$ cat config.mk
export PLATFORM = sky130hd
export DESIGN_NAME = rre_exec
export DESIGN_NICKNAME = d
export VERILOG_FILES = /design/src/design/rre_pkg.sv /design/src/design/rre_decode.sv /design/src/design/rre_exec.sv /design/src/design/rre_rotate.sv
export VERILOG_INCLUDE_DIRS = /design/src /design/src/design
export SDC_FILE = /design/constraint.sdc
export NUM_CORES = 1
export LEC_CHECK = 0
export BUFFER_PORTS_ARGS = -buffer_cell sky130_fd_sc_hd__buf_2
export CORE_MARGIN = 3
export CORE_UTILIZATION = 32
export DETAILED_ROUTE_END_ITERATION = 10
export GPL_TIMING_DRIVEN = 0
export HOLD_SLACK_MARGIN = 0.15
export PLACE_DENSITY_LB_ADDON = 0.2
export SYNTH_ARGS = -nofsm -noshare
export SYNTH_HDL_FRONTEND = slang
export SYNTH_SLANG_ARGS = --single-unit
$ cat constraint.sdc
create_clock -name core_clk -period 1.8 [get_ports core_clk]
set_input_delay 0.09 -clock core_clk [delete_from_list [all_inputs] [get_ports core_clk]]
set_output_delay 0.09 -clock core_clk [all_outputs]
set_load 0.1 [all_outputs]
$ cat src/design/rre_consts.svh
`ifndef RRE_CONSTS_SVH
`define RRE_CONSTS_SVH
// opcode encodings of the handled instructions (14-bit words)
`define RRE_OP_RETURN 14'h0008
`define RRE_OP_RETIRQ 14'h0009
`define RRE_OP_RETLIT_MASK 14'h3f00
`define RRE_OP_RETLIT 14'h3400
`define RRE_OP_ROTL_MASK 14'h3f00
`define RRE_OP_ROTL 14'h0d00
// operand field positions
`define RRE_DEST_BIT 7
`define RRE_FADDR_HI 6
`define RRE_LIT_HI 7
// bit 7 of the interrupt control register is the global enable
`define RRE_GIE_BIT 7
`define RRE_CARRY_RST 1'b0
`define RRE_WREG_RST 8'h00
// cycle counts
`define RRE_RET_CYCLES 2
`define RRE_ROT_CYCLES 1
`endif

$ cat src/design/rre_pkg.sv
package rre_pkg;
    typedef enum logic [2:0]
    {
        RRE_ST_EXEC = 3'b001,
        RRE_ST_FLUSH = 3'b010,
        RRE_ST_IDLE = 3'b100
    } rre_state_t;

    typedef enum logic [2:0]
    {
        RRE_K_NONE,
        RRE_K_RETURN,
        RRE_K_RETIRQ,
        RRE_K_RETLIT,
        RRE_K_ROTL
    } rre_kind_t;
endpackage

$ cat src/design/rre_decode.sv
`timescale 1ns/1ps
`include "rre_consts.svh"
// classifies one instruction word into the handled kinds
module rre_decode
(
    input wire logic [13:0] instr, // fetched word
    output rre_pkg::rre_kind_t kind // decoded kind
);
    // ====================================================
    // decode
    always_comb
    begin
        if (instr == `RRE_OP_RETURN)
            kind = rre_pkg::RRE_K_RETURN;
        else if (instr == `RRE_OP_RETIRQ)
            kind = rre_pkg::RRE_K_RETIRQ;
        else if ((instr & `RRE_OP_RETLIT_MASK) == `RRE_OP_RETLIT)
            kind = rre_pkg::RRE_K_RETLIT;
        else if ((instr & `RRE_OP_ROTL_MASK) == `RRE_OP_ROTL)
            kind = rre_pkg::RRE_K_ROTL;
        else
            kind = rre_pkg::RRE_K_NONE;
    end
endmodule

$ cat src/design/rre_exec.sv
`timescale 1ns/1ps
`include "rre_consts.svh"
// Overview of operation
// [RULE_01] irq return pops stack into pc; no status flag changes
// [RULE_02] irq return also sets global enable, bit 7 of interrupt control
// [RULE_03] irq return is one word and takes two instruction cycles
// [RULE_04] plain return pops stack into pc, touches no flag nor enable
// [RULE_05] plain return takes two instruction cycles
// [RULE_06] literal return loads 8-bit literal into working register, no flags
// [RULE_07] literal return pops stack into pc; one word, two cycles
// [RULE_08] rotate left through carry; bit 7 to carry, carry to bit 0
// [RULE_09] rotate, destination clear: result to working register, source kept
// [RULE_10] rotate with set destination writes result back to source register
// [RULE_11] second cycle of returns discards prefetched word, acts as no-op
module rre_exec
(
    input wire logic core_clk, // instruction-cycle clock
    input wire logic rstn, // async reset, active low
    input wire logic instr_valid, // instr holds a prefetched word
    input wire logic [13:0] instr, // prefetched instruction word
    input wire logic [7:0] freg_rdata, // value of addressed register
    input wire logic [14:0] stack_top_entry, // top entry of return stack
    output logic [6:0] freg_addr, // register address for rotate
    output logic freg_we, // write strobe for register file
    output logic [7:0] freg_wdata, // write data for register file
    output logic stack_pop, // pop pulse to return stack
    output logic pc_load, // load pulse for program counter
    output logic [14:0] pc_value, // value to load into pc
    output logic flush, // discard prefetched word
    output logic gie_set, // set pulse for interrupt_control_reg bit
    output logic global_irq_enable, // mirrored enable bit
    output logic [7:0] wreg, // working register
    output logic carry, // carry flag
    output logic busy // second cycle of a return
);
    rre_pkg::rre_state_t state_r;
    rre_pkg::rre_state_t state_nxt;
    rre_pkg::rre_kind_t kind;
    logic [7:0] rot_res;
    logic rot_cout;
    logic [7:0] wreg_r;
    logic carry_r;
    logic gie_r;
    logic is_ret;
    logic exec_ok;
    logic do_rot;
    logic dest_f;

    // ====================================================
    // sub blocks
    rre_decode u_dec
    (
        .instr(instr),
        .kind(kind)
    );

    rre_rotate u_rot
    (
        .src(freg_rdata),
        .cin(carry_r),
        .res(rot_res),
        .cout(rot_cout)
    );

    // ====================================================
    // qualifiers
    // in the flush cycle the prefetched word is never executed
    assign exec_ok = instr_valid
                  && (state_r == rre_pkg::RRE_ST_EXEC); // RULE_11
    assign is_ret = exec_ok && (kind == rre_pkg::RRE_K_RETURN
                             || kind == rre_pkg::RRE_K_RETIRQ
                             || kind == rre_pkg::RRE_K_RETLIT);
    assign do_rot = exec_ok && (kind == rre_pkg::RRE_K_ROTL);
    assign dest_f = instr[`RRE_DEST_BIT];

    // ====================================================
    // sequencer: returns take a second, flushing cycle
    always_comb
    begin
        state_nxt = state_r;
        unique case (state_r)
            rre_pkg::RRE_ST_EXEC:
            begin
                if (is_ret)
                    state_nxt = rre_pkg::RRE_ST_FLUSH; // RULE_03 RULE_05
            end
            rre_pkg::RRE_ST_FLUSH:
            begin
                state_nxt = rre_pkg::RRE_ST_EXEC; // RULE_11
            end
            default:
            begin
                state_nxt = rre_pkg::RRE_ST_EXEC;
            end
        endcase
    end

    always_ff @(posedge core_clk or negedge rstn)
    begin
        if (!rstn)
            state_r <= rre_pkg::RRE_ST_EXEC;
        else
            state_r <= state_nxt;
    end

    // ====================================================
    // stack pop and pc load, in the first cycle of any return
    assign stack_pop = is_ret; // RULE_01 RULE_04 RULE_07
    assign pc_load = is_ret; // RULE_01 RULE_04 RULE_07
    assign pc_value = stack_top_entry;
    // flush is combinational so fetch restarts at the restored pc
    assign flush = is_ret; // RULE_11
    assign busy = (state_r == rre_pkg::RRE_ST_FLUSH);

    // ====================================================
    // global interrupt enable, set only by irq return
    assign gie_set = exec_ok && (kind == rre_pkg::RRE_K_RETIRQ); // RULE_02
    always_ff @(posedge core_clk or negedge rstn)
    begin
        if (!rstn)
            gie_r <= 1'b0;
        else if (gie_set)
            gie_r <= 1'b1; // RULE_02
    end
    assign global_irq_enable = gie_r;

    // ====================================================
    // working register: literal return or rotate with d clear
    always_ff @(posedge core_clk or negedge rstn)
    begin
        if (!rstn)
            wreg_r <= `RRE_WREG_RST;
        else if (exec_ok && kind == rre_pkg::RRE_K_RETLIT)
            wreg_r <= instr[`RRE_LIT_HI:0]; // RULE_06
        else if (do_rot && !dest_f)
            wreg_r <= rot_res; // RULE_09
    end
    assign wreg = wreg_r;

    // ====================================================
    // carry: only the rotate touches it; returns leave flags alone
    always_ff @(posedge core_clk or negedge rstn)
    begin
        if (!rstn)
            carry_r <= `RRE_CARRY_RST;
        else if (do_rot)
            carry_r <= rot_cout; // RULE_08
    end
    assign carry = carry_r;

    // ====================================================
    // register file write-back; the address is driven in all cases
    // so the read data is valid in the same cycle
    assign freg_addr = instr[`RRE_FADDR_HI:0];
    assign freg_we = do_rot && dest_f; // RULE_10 RULE_09
    assign freg_wdata = rot_res; // RULE_10

    // ====================================================
    // checks
    // every check is cut off while reset is low, so a reset that lands
    // in the middle of a return leaves no stale expectation behind;
    // they watch internal qualifiers, inputs and outputs of this block

    // ====================================================
    // helper: cycles spent on the current return
    // counts the execute cycle and the flush cycle of one return; only
    // the checks read it, so it costs two flops and no datapath logic
    logic [1:0] ret_cnt_r;

    always_ff @(posedge core_clk or negedge rstn)
    begin
        if (!rstn)
            ret_cnt_r <= 2'h0;
        else if (is_ret)
            ret_cnt_r <= 2'h1; // RULE_03
        else if (busy)
            ret_cnt_r <= ret_cnt_r + 2'h1; // RULE_05
        else
            ret_cnt_r <= 2'h0;
    end

    // ====================================================
    // return sequence
    // the restored pc is handed over in the execute cycle; the word
    // fetched behind the return is stale and must die in the flush cycle
    a_ret_flush_next: assert property ( // RULE_11
        @(posedge core_clk) disable iff (!rstn)
        is_ret |=> busy && !stack_pop && !pc_load)
        else $error("return not followed by flush cycle");

    // a second flush cycle would silently swallow a good instruction
    a_flush_one_cyc: assert property ( // RULE_03
        @(posedge core_clk) disable iff (!rstn)
        busy |=> !busy)
        else $error("flush lasted more than one cycle");

    // every return costs exactly two cycles, counted from the execute
    // cycle to the end of the flush cycle
    a_ret_two_cyc: assert property ( // RULE_05
        @(posedge core_clk) disable iff (!rstn)
        $fell(busy) |-> ret_cnt_r == 2'(`RRE_RET_CYCLES))
        else $error("return did not take two cycles");

    // nothing that the flush cycle shows may reach the core state
    a_flush_no_exec: assert property ( // RULE_11
        @(posedge core_clk) disable iff (!rstn)
        busy |-> !stack_pop && !pc_load && !flush
            && !gie_set && !freg_we)
        else $error("word executed in flush cycle");

    // the flush cycle is entered from a return and from nothing else
    a_busy_from_ret: assert property ( // RULE_11
        @(posedge core_clk) disable iff (!rstn)
        $rose(busy) |-> $past(is_ret))
        else $error("flush cycle without a return");

    // ====================================================
    // stack and program counter
    // the pc must take the entry that is popped, not the one below it
    a_ret_pc_pop: assert property ( // RULE_01
        @(posedge core_clk) disable iff (!rstn)
        pc_load |-> stack_pop && pc_value == stack_top_entry)
        else $error("pc load without pop of top entry");

    // ====================================================
    // global interrupt enable
    a_gie_set_rti: assert property ( // RULE_02
        @(posedge core_clk) disable iff (!rstn)
        gie_set |=> global_irq_enable)
        else $error("irq return did not set enable");

    // this block only sets the enable; clearing it belongs elsewhere
    a_gie_sticky: assert property ( // RULE_02
        @(posedge core_clk) disable iff (!rstn)
        global_irq_enable |=> global_irq_enable)
        else $error("enable dropped without reset");

    a_ret_no_gie: assert property ( // RULE_04
        @(posedge core_clk) disable iff (!rstn)
        (is_ret && kind == rre_pkg::RRE_K_RETURN && !global_irq_enable)
        |=> !global_irq_enable)
        else $error("plain return changed enable");

    // only the irq return may raise the enable, never a plain return
    a_gie_rti_only: assert property ( // RULE_04
        @(posedge core_clk) disable iff (!rstn)
        $rose(global_irq_enable)
        |-> $past(gie_set && kind == rre_pkg::RRE_K_RETIRQ))
        else $error("enable raised by other than irq return");

    // ====================================================
    // working register and carry
    a_lit_to_w: assert property ( // RULE_06
        @(posedge core_clk) disable iff (!rstn)
        (is_ret && kind == rre_pkg::RRE_K_RETLIT)
        |=> wreg == $past(instr[7:0]))
        else $error("literal not loaded into working register");

    // returns of all kinds leave the status flags alone
    a_ret_carry_keep: assert property ( // RULE_01 RULE_04 RULE_06
        @(posedge core_clk) disable iff (!rstn)
        is_ret |=> carry == $past(carry))
        else $error("return changed carry");

    // the working register moves only on a literal return or on a
    // rotate whose destination bit is clear
    a_w_write_src: assert property ( // RULE_06
        @(posedge core_clk) disable iff (!rstn)
        !$stable(wreg) |-> $past(exec_ok
            && (kind == rre_pkg::RRE_K_RETLIT
            || (kind == rre_pkg::RRE_K_ROTL && !dest_f))))
        else $error("working register written by wrong word");

    // ====================================================
    // rotate through carry
    a_rot_carry: assert property ( // RULE_08
        @(posedge core_clk) disable iff (!rstn)
        do_rot |=> carry == $past(freg_rdata[7]))
        else $error("rotate carry wrong");

    // carry is the only flag, and the rotate its only writer here
    a_carry_rot_only: assert property ( // RULE_08
        @(posedge core_clk) disable iff (!rstn)
        !$stable(carry) |-> $past(do_rot))
        else $error("carry changed without rotate");

    a_rot_to_w: assert property ( // RULE_09
        @(posedge core_clk) disable iff (!rstn)
        (do_rot && !dest_f) |-> !freg_we ##1
        wreg == {$past(freg_rdata[6:0]), $past(carry)})
        else $error("rotate to working register wrong");

    // the write strobe and data stand together in the execute cycle
    a_rot_to_f: assert property ( // RULE_10
        @(posedge core_clk) disable iff (!rstn)
        (do_rot && dest_f) |-> freg_we
        && freg_wdata == {freg_rdata[6:0], carry} ##1 wreg == $past(wreg))
        else $error("rotate write-back wrong");

    // a rotate is a one-cycle instruction and never stalls fetch
    a_rot_one_cyc: assert property ( // RULE_09
        @(posedge core_clk) disable iff (!rstn)
        do_rot |=> !busy)
        else $error("rotate stalled");

    c_rti: cover property (@(posedge core_clk) disable iff (!rstn) gie_set);
    c_retlit: cover property (@(posedge core_clk) disable iff (!rstn)
        is_ret && kind == rre_pkg::RRE_K_RETLIT);
    c_rot_w: cover property (@(posedge core_clk) disable iff (!rstn)
        do_rot && !dest_f);
    c_rot_f: cover property (@(posedge core_clk) disable iff (!rstn)
        do_rot && dest_f);
endmodule

$ cat src/design/rre_rotate.sv
`timescale 1ns/1ps
// rotate left through carry: old bit 7 to carry, old carry to bit 0
module rre_rotate
(
    input wire logic [7:0] src, // operand value
    input wire logic cin, // carry in
    output logic [7:0] res, // rotated value
    output logic cout // new carry
);
    // ====================================================
    // rotate
    assign res = {src[6:0], cin};
    assign cout = src[7];
endmodule

==> results, run 1 <==
- For this run, the number of standard cells in the final layout without fillers is 217.
- The highest net fanout along the worst path is 8.
- The effective utilization at floorplan is 0.346.
- Setup repair after global routing left no endpoint under its margin.
- Across all setup checks in the final design, the least slack found is 0.0750 ns.
- The vertical die dimension is about 60 um.
- The standard cell core area is 2570 um2.
- The proportion of register bits with asynchronous set or reset after synthesis is 1.00.
- The repair_antennas step left the layout with diodes totalling 0.
- The sum of met3 wire segment lengths after detailed routing is 271 um.
- Clock tree synthesis inserted a total of 3 buffers.
- The family with the most delay on the worst path is flip-flops.
- At the pin with the least slew margin, the transition time is about 0.5 ns.
- Setup violations remaining at the end of the flow were counted as 0.
- The clock tree root buffer cell is clkbuf_4.
- The number of slew-limit violations in the final report came to 0.
- The worst path needs 1.73 ns of the cycle, external delays included.
- After detailed routing, the number of remaining DRC violations is 0.
- In this run, synthesis produced a sequential element count of 12.
- The number of failing hold endpoints at the final stage is 0.
- The sum of met2 wire segment lengths after detailed routing is ~1300 um.
- The number of vias per cell after detailed routing is 4.33.
- The leakage power is between 0.8 and 0.9 nW.
- Detailed routing inserted a total of about 940 vias.
- The maximum root-to-sink buffer count is 2.
- The area enclosed by the die boundary is approximately 3400 um2.
- The routed design has ~2400 um of wire.
- Of the available clock period, the critical path in the final layout requires 0.958.
- Of the post-synthesis cell area, the dominant cell type holds 0.310.
- The required time at the endpoint of the critical path is between 1.5 and 2 ns.
- The flow ran to the end, and the final reports show no timing, DRC or antenna violations.
- The cell area after synthesis is 888 um2.
- In this design, the stage delay of the slowest critical-path cell is between 0.5 and 0.6 ns.
- Across every metal layer, demand over resource in global routing totals 0.140.
- The highest-delay cell along the critical path is dfstp_2.
- Prior to clock tree synthesis, the placed netlist has a worst setup slack of -0.183 ns.
- The leading register cell type out of synthesis is dfrtp_1.
- STA puts the critical path data arrival time at about 1.6 ns.
- The number of global-route vias before repair was between 800 and 900.
- The worst pin sits at a relative slew slack of 0.657.
- The maximum clock frequency is 0.580 GHz.
- The number of nets in the final layout is approximately 230.
- The routed wirelength normalized by instance count is 11.0 um.
- The later-pin clock latency in the skew report is approximately 0.27 ns.
- Once placement finished, the instance area stood at about 1300 um2.
- The synthesized netlist net count is 138.
- Walking the worst path, the cells encountered are nand3b_4 > nor3_4 > buf_2.
- The floorplan step set the die width to 58.7 um.
- The number of routed nets with antenna violations is 0.
- The pre-antenna-repair detailed-routing pass consisted of 4 iterations.
- The met1 wire length is approximately 850 um.
- The share of final-layout standard cells stronger than drive strength 1 is 0.620.
- The clock-pin slew on the worst setup and hold paths is around 0.080 ns.
- Of all cell types, the one taking the most synthesized area is dfrtp_1.
- The share of the Yosys chip area taken by registers is 0.339.
- The total power density per cell area is 904 nW/um2.
- For the final database, setup skew stands at ~0.0066 ns.
- The worst setup path is launched from a flop.
- The peak supply drop is ~540 uV.
- The number of enable-type register cells in the synthesized netlist is 0.
- The start-to-end type of the worst setup path is reg -> out.
- For this design, the sink count on the clock tree is 12.
- Across the run, the number of max-cap violations was 0.
- The worst hold path belongs to the class in -> reg.
- CTS built an H-tree with a depth of 1.
- After synthesis, the mean cell area works out to 9.06 um2.
- The routability congestion estimate from global placement is around 0.69.
- The HPWL reported at the end of detailed placement is 1960 um.
- STA classifies the critical path endpoint as an output pin.
- The total overflow reported by the global router is 0.
- For this run, the share of the core covered by cells in the final layout is 0.583.
- The count of unique library cells instantiated by Yosys is 24.
- In the synthesized netlist, the number of instances is just under 100.
- The number of placed instances, taps included, is 198.
- The starting DRC count in detailed routing is 51.
- The initialized floorplan defines 18 standard-cell rows.
- The design draws 1.35 mW.
- Signal routing reaches up to met3.
- In this run the count of I/O pins placed on the die edge is 86.
- The total buffers and inverters traversed by the critical path is 1.
- The first global-routing pass estimated approximately 3700 um of wire.
- The final design area excluding fillers is ~1500 um2.
- The count of synthesis-stage warnings from yosys is 0.
- By area the synthesized netlist is led by dfrtp_1, buf_4, inv_1.
- The total of buffers placed on input and output ports is 70.
- The number of antenna violations at the first check in global routing is 0.
- TritonCTS built the clock tree.
- From synthesis to final layout, the design area changed by 68.5%.
- The pin count of the biggest net entering global routing is 13.
==> final cells by class <==
cell class,count,area [um2]
Buffer,32,240
Clock buffer,4,36.3
Fill cell,244,1070
Inverter,20,75.1
Multi-Input combinational cell,34,294
Sequential cell,12,302
Tap cell,30,37.5
Timing Repair Buffer,85,512
==> synth_stat cells, types with 2 or more instances <==
master	instances
or2_2	2
buf_4	32
inv_1	20
mux2_1	2
nor2b_1	2
nand4_1	2
a21oi_1	2
a222oi_1	6
nor2_1	4
dfrtp_1	11
nor3_1	2
==> flip-flops by register name, indices dropped and copies added (netlist names) <==
signal	cells
global_irq_enable	1
wreg	8
carry	1
state_r	2
==> placed cells by master, fill, tap and decap left out <==
cell | Yosys | final
nor2b_1 | 2 | 2
clkbuf_8 | 0 | 1
buf_6 | 0 | 1
nor2_1 | 4 | 4
dlygate4sd3_1 | 0 | 14
nor3_4 | 0 | 1
inv_1 | 20 | 20
and2_1 | 1 | 1
mux2_1 | 2 | 2
nor4_1 | 1 | 1
a21oi_4 | 0 | 1
mux2_2 | 1 | 1
buf_4 | 32 | 35
a21oi_1 | 2 | 1
or3_4 | 1 | 1
a22oi_1 | 1 | 1
nand3_1 | 1 | 1
o21ai_0 | 1 | 1
nand2b_1 | 1 | 1
dfrtp_1 | 11 | 11
nor3_1 | 2 | 1
dfstp_2 | 1 | 1
nand3b_4 | 1 | 1
a222oi_1 | 6 | 6
or2_2 | 2 | 2
nand4_1 | 2 | 2
nor4b_1 | 1 | 1
buf_2 | 0 | 66
clkbuf_4 | 0 | 4
nor4_4 | 1 | 1
a21o_1 | 1 | 1
==> cells by family after synthesis <==
kind of cell | share of synthesized area
buf+inv | 0.355
simple gates | 0.166
flops | 0.339
compound gates | 0.101
mux | 0.0380
==> worst paths after layout <==
path / startpoint / endpoint / slack (ns) / cells past startpoint
hold / removal: freg_rdata[2] / wreg[3] / 0.16 / 3
max in group asynchronous: rstn / state_r[0] / 1.31 / 2
setup reg to reg: state_r[0] / wreg[3] / 0.15 / 4
hold reg to reg: global_irq_enable / global_irq_enable / 0.48 / 1
min in group asynchronous: rstn / wreg[3] / 0.21 / 2
setup / recovery: state_r[0] / gie_set / 0.07 / 3
==> what timing repair did <==
action / CTS / global route
pin swaps: 1 / 0
hold endpoints to repair: 20 / 0
hold buffers: 14 / 0
setup endpoints to repair: 4 / 2
resized for setup: 3 / 2
buffers inserted: 1 / 0
==> report_power, final <==
group          internal, mW  switching, mW
Sequential            0.306         0.0195
Combinational         0.169          0.643
Clock                 0.123         0.0925
==> through the flow <==
stage | hold slack (ns) | setup TNS (ns)
2_1_floorplan | -0.206 | -0.118
3_3_place_gp | -0.0174 | -0.157
3_5_place_dp | -0.0132 | -0.183
4_1_cts | 0.152 | 0
5_1_grt | 0.150 | 0
6_report | 0.155 | 0
==> worst min-delay path: cells and delay by family <==
family	cells	cell delay, ns
mux	2	0.22
buf+inv	1	0.09
==> layer usage <==
| layer | up-vias | track usage |
|---|---|---|
| met2 | 57 | 0.244 |
| met4 | 0 | 0.0680 |
| li1 | 470 | - |
| met5 | - | 0 |
| met3 | 0 | 0.0285 |
| met1 | 412 | 0.163 |
Power figures use the tool's default switching activity.
==> run 2: changes to the inputs <==
CORE_UTILIZATION = 39   (was 32)
PLACE_DENSITY = 0.88   (was not set)
PLACE_DENSITY_LB_ADDON = not set   (was 0.2)
clock period = 2.1 ns   (was 1.8 ns; I/O delays follow)
==> results, run 2 (synthesized netlist as in run 1, its figures left out) <==
- The leakage power is 0.841 nW (was 0.858 nW).
- The area enclosed by the die boundary was 2890 um2 (was 3440 um2).
- The internal portion of total power came to 526 uW (was 598 uW).
- The number of vias per cell after detailed routing is 4.61 (was 4.33).
- The global routing usage summed across all routing layers came to 0.180 (was 0.140).
- The final cell count without fillers came to 212 (was 217).
- The vertical die dimension is 53.7 um (was 58.7 um).
- The number of failing hold endpoints at the final stage is 0 (unchanged).
- Outcome: completed (unchanged).
- The area taken by multi-input logic gates is 295 um2 (was 294 um2).
- The total buffers and inverters traversed by the critical path came to 1 (unchanged).
- The power dissipated by switching net loads was 648 uW (was 755 uW).
- The final setup TNS is 0 ns (unchanged).
- The HPWL reported at the end of detailed placement is 1990 um (was 1960 um).
- The via count of the routed design is 977 (was 939).
- The total of buffers placed on input and output ports came to 70 (unchanged).
- The number of inserted diodes is 0 (unchanged).
- The count of clock tree sinks was 12 (unchanged).
- The transition time at the pin with the least slew margin was 0.515 ns (was 0.513 ns).
- The net switching share of the total power is 0.552 (was 0.558).
- The peak supply drop is 537 uV (was 542 uV).
- The effective utilization at floorplan came to 0.431 (was 0.346).
- The routed wirelength normalized by instance count was 11.6 um (was 11.0 um).
- The clock tree from TritonCTS is built (unchanged).
- The worst setup skew after layout is 0.00117 ns (was 0.00656 ns).
- The number of global-route vias before repair is 914 (was 869).
- The die boundary width is 53.7 um (was 58.7 um).
- The site row count was 16 (was 18).
- The total power density per cell area was 803 nW/um2 (was 904 nW/um2).
- The highest net fanout along the worst path was 8 (unchanged).
- The H-tree depth reported by CTS came to 1 (unchanged).
- The later-pin clock latency in the skew report was 0.27 ns (about the same).
- The start-to-end type of the worst setup path is reg -> reg (was reg -> out).
- The path category of the worst min-delay check is in -> reg (unchanged).
- The kind of launch point of the worst setup path is a flop (unchanged).
- The maximum clock frequency is ~0.50 GHz.
- The global-route wire length before repair was 3730 um (was 3680 um).
- The worst hold margin came to 0.177 ns (was 0.155 ns).
- The family with the most delay on the worst path is simple AND/OR/NAND/NOR gates (was flip-flops).
- The maximum root-to-sink buffer count is 2 (unchanged).
- The required time at the endpoint of the critical path was 2.25 ns (was 1.71 ns).
- The fill cell total of the finished layout is 168 (was 244).
- The clock-pin slew on the worst setup and hold paths is 0.07 ns (was 0.08 ns).
- The proportion of power drawn by the clock network was 0.153 (was 0.159).
- The cell total after placement is 195 (was 198).
- The TritonCTS buffer count is 3 (unchanged).
- Unrepaired setup endpoints after global routing: no (unchanged).
- The number of ports placed on the die boundary is 86 (unchanged).
- The number of flip-flops in the largest register was 8 (unchanged).
- The routability congestion estimate from global placement is 0.658 (was 0.686).
- The total wire length came to 2470 um (was 2390 um).
- The fraction of power consumed by sequential logic is 0.238 (was 0.241).
- The setup violation total in the final timing report is 0 (unchanged).
- The part of the total power dissipated in combinational logic is 0.610 (was 0.600).
- The total overflow reported by the global router is 0 (unchanged).
- The signed area change from the synthesized netlist to the final layout was 64.6% (was 68.5%).
- The highest-delay cell along the critical path is dlygate4sd3_1 (was dfstp_2).
- The smallest clock period supported by the final layout is computed as approximately 2.0 ns.
- The number of max-capacitance violations reported is 0 (unchanged).
- The worst setup slack for register-to-register paths is 0.08 ns (was 0.15 ns).
- The total setup buffers inserted after CTS is 0 (was 1).
- The maximum cell stage delay along the critical path is 0.59 ns (was 0.56 ns).
- The pin count of the biggest net entering global routing was 13 (unchanged).
- The sequential cell area in the final layout came to 302 um2 (unchanged).
- The number of nets in the final layout came to 226 (was 228).
- The number of antenna violations at the first check in global routing is 0 (unchanged).
- The starting DRC count in detailed routing is 42 (was 51).
- The fraction of the cycle the final worst path needs is 0.961.
- The arrival time reported for the critical path endpoint is 2.17 ns (was 1.64 ns).
- The remaining routing DRC violations is 0 (unchanged).
- The category of the worst setup path capture point is a flop (was output pin).
- Commonest cells after routing, fill and taps aside: buf_2, buf_4, inv_1 (unchanged).
- Critical path, cell by cell: nand3b_4 > nor2_1 > a222oi_1 > dlygate4sd3_1 (was nand3b_4 > nor3_4 > buf_2).
- The clock tree root buffer cell was clkbuf_4 (unchanged).
- The headroom to the max-slew limit was 0.655 (was 0.657).
- The most frequent standard cell in the layout excluding fill and tap cells is buf_2 (unchanged).
- The number of slew-limit violations in the final report is 0 (unchanged).
- The number of optimization iterations in the first detailed-route pass was 5 (was 4).
- The number of routed nets with antenna violations is 0 (unchanged).
- The standard cell core area is 2060 um2 (was 2570 um2).
- The share of final-layout standard cells stronger than drive strength 1 came to 0.627 (was 0.620).
-- run 2: cell count changes in the layout (fill, tap and decap cells not counted) --
cell,delta
buf_2,+4
buf_4,-3
a21o_1,-1
a21o_2,+1
buf_6,-1
clkbuf_4,-1
dlygate4sd3_1,-1
-- run 2: final timing paths --
kind,from,endpoint,depth (start not counted)
max,state_r[0],wreg[5],4
min in group asynchronous,rstn,wreg[7],2
min reg2reg,global_irq_enable,global_irq_enable,1
max in group asynchronous,rstn,state_r[0],2
max reg2reg,state_r[0],wreg[5],4
min,instr[0],wreg[0],3
-- run 2: repair_timing --
action	4_1_cts	5_1_grt
hold endpoints to repair	19	0
setup endpoints to repair	0	5
gates resized for setup	0	1
hold buffers	13	0
-- run 2: final cells by class --
class                      count  area share
sequential                    12       0.206
clock buffer                   4      0.0248
timing repair buffer          83       0.328
inverter                      20      0.0513
buffer                        32       0.164
tap                           27      0.0231
multi-input combinational     34       0.202
-- run 2: per-layer routing --
| layer | track usage | share of wire |
|---|---|---|
| met5 | 0 | 0 |
| met4 | 0.106 | 0.018 |
| met3 | 0.0443 | 0.15 |
| met2 | 0.323 | 0.48 |
| met1 | 0.187 | 0.35 |
-- run 2: per-stage QoR --
step                utilization  power [mW]  setup WS [ns]  cell area (um2)
floorplan                     -       0.855          0.200              911
global placement          0.628       0.956          0.168             1290
detailed placement        0.628       0.964          0.138             1290
CTS                       0.709        1.18         0.0335             1460
global route              0.709        1.23        0.00421             1460
finish                    0.709        1.17         0.0822             1460
-- run 2: worst reg2reg max path: cells and delay by family (launching register included) --
| kind | cells | cell delay, ns |
|---|---|---|
| compound gates | 1 | 0.14 |
| buf+inv | 1 | 0.59 |
| flops | 1 | 0.56 |
| simple gates | 2 | 0.62 |
-- run 2: power groups by stage --
| stage | sequential [mW] | combinational (mW) | clock [mW] |
|---|---|---|---|
| after floorplan | 0.512 | 0.342 | 0 |
| after global placement | 0.282 | 0.674 | 0 |
| after detailed placement | 0.284 | 0.680 | 0 |
| after CTS | 0.279 | 0.717 | 0.187 |
| after global routing | 0.282 | 0.743 | 0.200 |
| final | 0.279 | 0.716 | 0.179 |
==> run 3: changes to the inputs <==
--- a/config.mk
+++ b/config.mk
@@ -14,4 +14,5 @@
 export HOLD_SLACK_MARGIN = 0.15
 export PLACE_DENSITY = 0.88
+export RECOVER_POWER = 100
 export SYNTH_ARGS = -nofsm -noshare
 export SYNTH_HDL_FRONTEND = slang
==> constraint.sdc (replaced) <==
create_clock -name core_clk -period 2.1 [get_ports core_clk]
set_input_delay 0.105 -clock core_clk [delete_from_list [all_inputs] [get_ports core_clk]]
set_output_delay 0.105 -clock core_clk [all_outputs]
set_load 0.01 [all_outputs]
==> results, run 3 (synthesized netlist as in run 1, its figures left out) <==
- The worst setup skew after layout is 0.000427 ns (was 0.00117 ns).
- The remaining routing DRC violations is 0 (unchanged).
- The worst hold margin was 0.170 ns (was 0.177 ns).
- The site row count came to 16 (unchanged).
- The H-tree depth reported by CTS is 1 (unchanged).
- The die boundary width is 53.7 um (unchanged).
- Commonest cells after routing, fill and taps aside: clkbuf_1, buf_4, buf_2 (was buf_2, buf_4, inv_1).
- The leakage power is 0.723 nW (was 0.841 nW).
- The via count of the routed design is 957 (was 977).
- The clock tree root buffer cell is clkbuf_4 (unchanged).
- The headroom to the max-slew limit came to 0.576 (was 0.655).
- The number of ports placed on the die boundary is 86 (unchanged).
- The worst setup margin is 0.0709 ns (was 0.0822 ns).
- The TritonCTS buffer count is 3 (unchanged).
- The pin count of the biggest net entering global routing is 13 (unchanged).
- The global-route wire length before repair is 3640 um (was 3730 um).
- The number of flip-flops in the largest register is 8 (unchanged).
- The peak supply drop is 331 uV (was 537 uV).
- The standard cell core area is 2060 um2 (unchanged).
- The post-place setup slack was 0.187 ns (was 0.138 ns).
- The maximum root-to-sink buffer count is 2 (unchanged).
- The number of antenna violations at the first check in global routing is 0 (unchanged).
- The fill cell total of the finished layout is 186 (was 168).
- The required time at the endpoint of the critical path is 2.31 ns (was 2.25 ns).
- The global routing usage summed across all routing layers came to 0.174 (was 0.180).
- The share of final-layout standard cells stronger than drive strength 1 was 0.387 (was 0.627).
- The transition time at the pin with the least slew margin was 0.636 ns (was 0.515 ns).
- The routability congestion estimate from global placement is 0.732 (was 0.658).
- The number of global-route vias before repair came to 901 (was 914).
- The number of vias per cell after detailed routing was 4.49 (was 4.61).
- Outcome: completed (unchanged).
- The total overflow reported by the global router is 0 (unchanged).
- The path category of the worst min-delay check is in -> reg (unchanged).
- The arrival time reported for the critical path endpoint is 2.24 ns (was 2.17 ns).
- The highest net fanout along the worst path is 8 (unchanged).
- The number of nets in the final layout is 227 (was 226).
- The number of max-capacitance violations reported was 0 (unchanged).
- The area enclosed by the die boundary was 2890 um2 (unchanged).
- The later-pin clock latency in the skew report was 0.27 ns (about the same).
- The clock tree from TritonCTS is built (unchanged).
- The starting DRC count in detailed routing came to 22 (was 42).
- Unrepaired setup endpoints after global routing: no (unchanged).
- The vertical die dimension is 53.7 um (unchanged).
- The placed standard-cell area is 1270 um2 (was 1290 um2).
- The signed area change from the synthesized netlist to the final layout is 57.6% (was 64.6%).
- The count of clock tree sinks is 12 (unchanged).
- The total of buffers placed on input and output ports is 70 (unchanged).
- The clock-pin slew on the worst setup and hold paths is 0.08 ns (was 0.07 ns).
- The total power density per cell area was 514 nW/um2 (was 803 nW/um2).
- The setup violation total in the final timing report is 0 (unchanged).
- The final design area excluding fillers came to 1400 um2 (was 1460 um2).
- The number of routed nets with antenna violations is 0 (unchanged).
- The number of failing hold endpoints at the final stage is 0 (unchanged).
- The number of optimization iterations in the first detailed-route pass is 5 (unchanged).
- The kind of launch point of the worst setup path is a flop (unchanged).
- The maximum clock frequency came to 0.493 GHz (was 0.496 GHz).
- The effective utilization at floorplan was 0.431 (unchanged).
- The start-to-end type of the worst setup path is reg -> reg (unchanged).
- The final setup TNS is 0 ns (unchanged).
- The final critical path time including I/O delays and setup is 2.03 ns (was 2.02 ns).
- The routed wirelength normalized by instance count is 11.6 um (about the same).
- The category of the worst setup path capture point is a flop (unchanged).
- The number of inserted diodes is 0 (unchanged).
- The fraction of the cycle the final worst path needs is 0.966 (was 0.961).
- The most frequent standard cell in the layout excluding fill and tap cells is clkbuf_1 (was buf_2).
- The total wire length is 2460 um (was 2470 um).
- The number of slew-limit violations in the final report is 0 (unchanged).
- The HPWL reported at the end of detailed placement came to 1990 um (about the same).
==> run 3: cell count changes in the layout (fill, tap and decap cells not counted), moves of 2 or more <==
cell	change
buf_4	-2
clkbuf_4	+2
buf_2	-42
clkbuf_1	+42
==> run 3: path summary, 6_finish.rpt <==
path | start | end | slack (ns) | depth (start not counted)
hold reg to reg | global_irq_enable | global_irq_enable | 0.48 | 1
min in group asynchronous | rstn | carry | 0.36 | 2
max in group asynchronous | rstn | wreg[4] | 1.33 | 2
setup reg to reg | state_r[0] | wreg[5] | 0.07 | 4
hold / removal | instr_valid | state_r[1] | 0.17 | 3
setup / recovery | state_r[0] | wreg[5] | 0.07 | 4
==> run 3: final cells by class <==
| type | instances | area, um2 | area share |
|---|---|---|---|
| repair buffers | 84 | 438 | 0.313 |
| flip-flops and latches | 12 | 302 | 0.215 |
| multi-input cells | 34 | 275 | 0.197 |
| plain buffers | 32 | 240 | 0.172 |
| inverters | 20 | 75.1 | 0.0536 |
| clock buffers | 4 | 36.3 | 0.0259 |
| well taps | 27 | 33.8 | 0.0241 |
==> run 3: timing repair <==
item	in CTS	in global routing
gates resized for setup	0	1
setup endpoints to repair	0	7
endpoints found under the hold margin	20	0
hold buffers	14	0
setup buffers	0	0
==> run 3: layer usage <==
metal	wire, um	vias up	part of all wire	GRT usage
li1	-	465	-	-
met1	839	434	0.34	0.199
met2	1370	54	0.56	0.323
met3	214	4	0.087	0.00831
met4	34	0	0.014	0.0894
met5	0	-	0	0
==> run 3: worst max-delay path, stage by stage (launching register included) <==
cell	delay, ns
dfstp_2	0.56
nand3b_4	0.14
a21o_1	0.28
a222oi_1	0.39
dlygate4sd3_1	0.60
==> run 3: power by group <==
group | total (mW) | switching [mW] | internal [mW]
Clock | 0.183 | 0.0782 | 0.105
Combinational | 0.257 | 0.114 | 0.143
Sequential | 0.279 | 0.0169 | 0.262
Total | 0.720 | 0.209 | 0.510
==> run 3: metrics by stage <==
step / utilization / power, mW / cells
6_report: 0.679 / 0.720 / 213
5_1_grt: 0.679 / 0.764 / 213
4_1_cts: 0.703 / 0.741 / 213
3_5_place_dp: 0.617 / 0.521 / 195
3_3_place_gp: 0.617 / 0.513 / 195
2_1_floorplan: - / 0.413 / 98
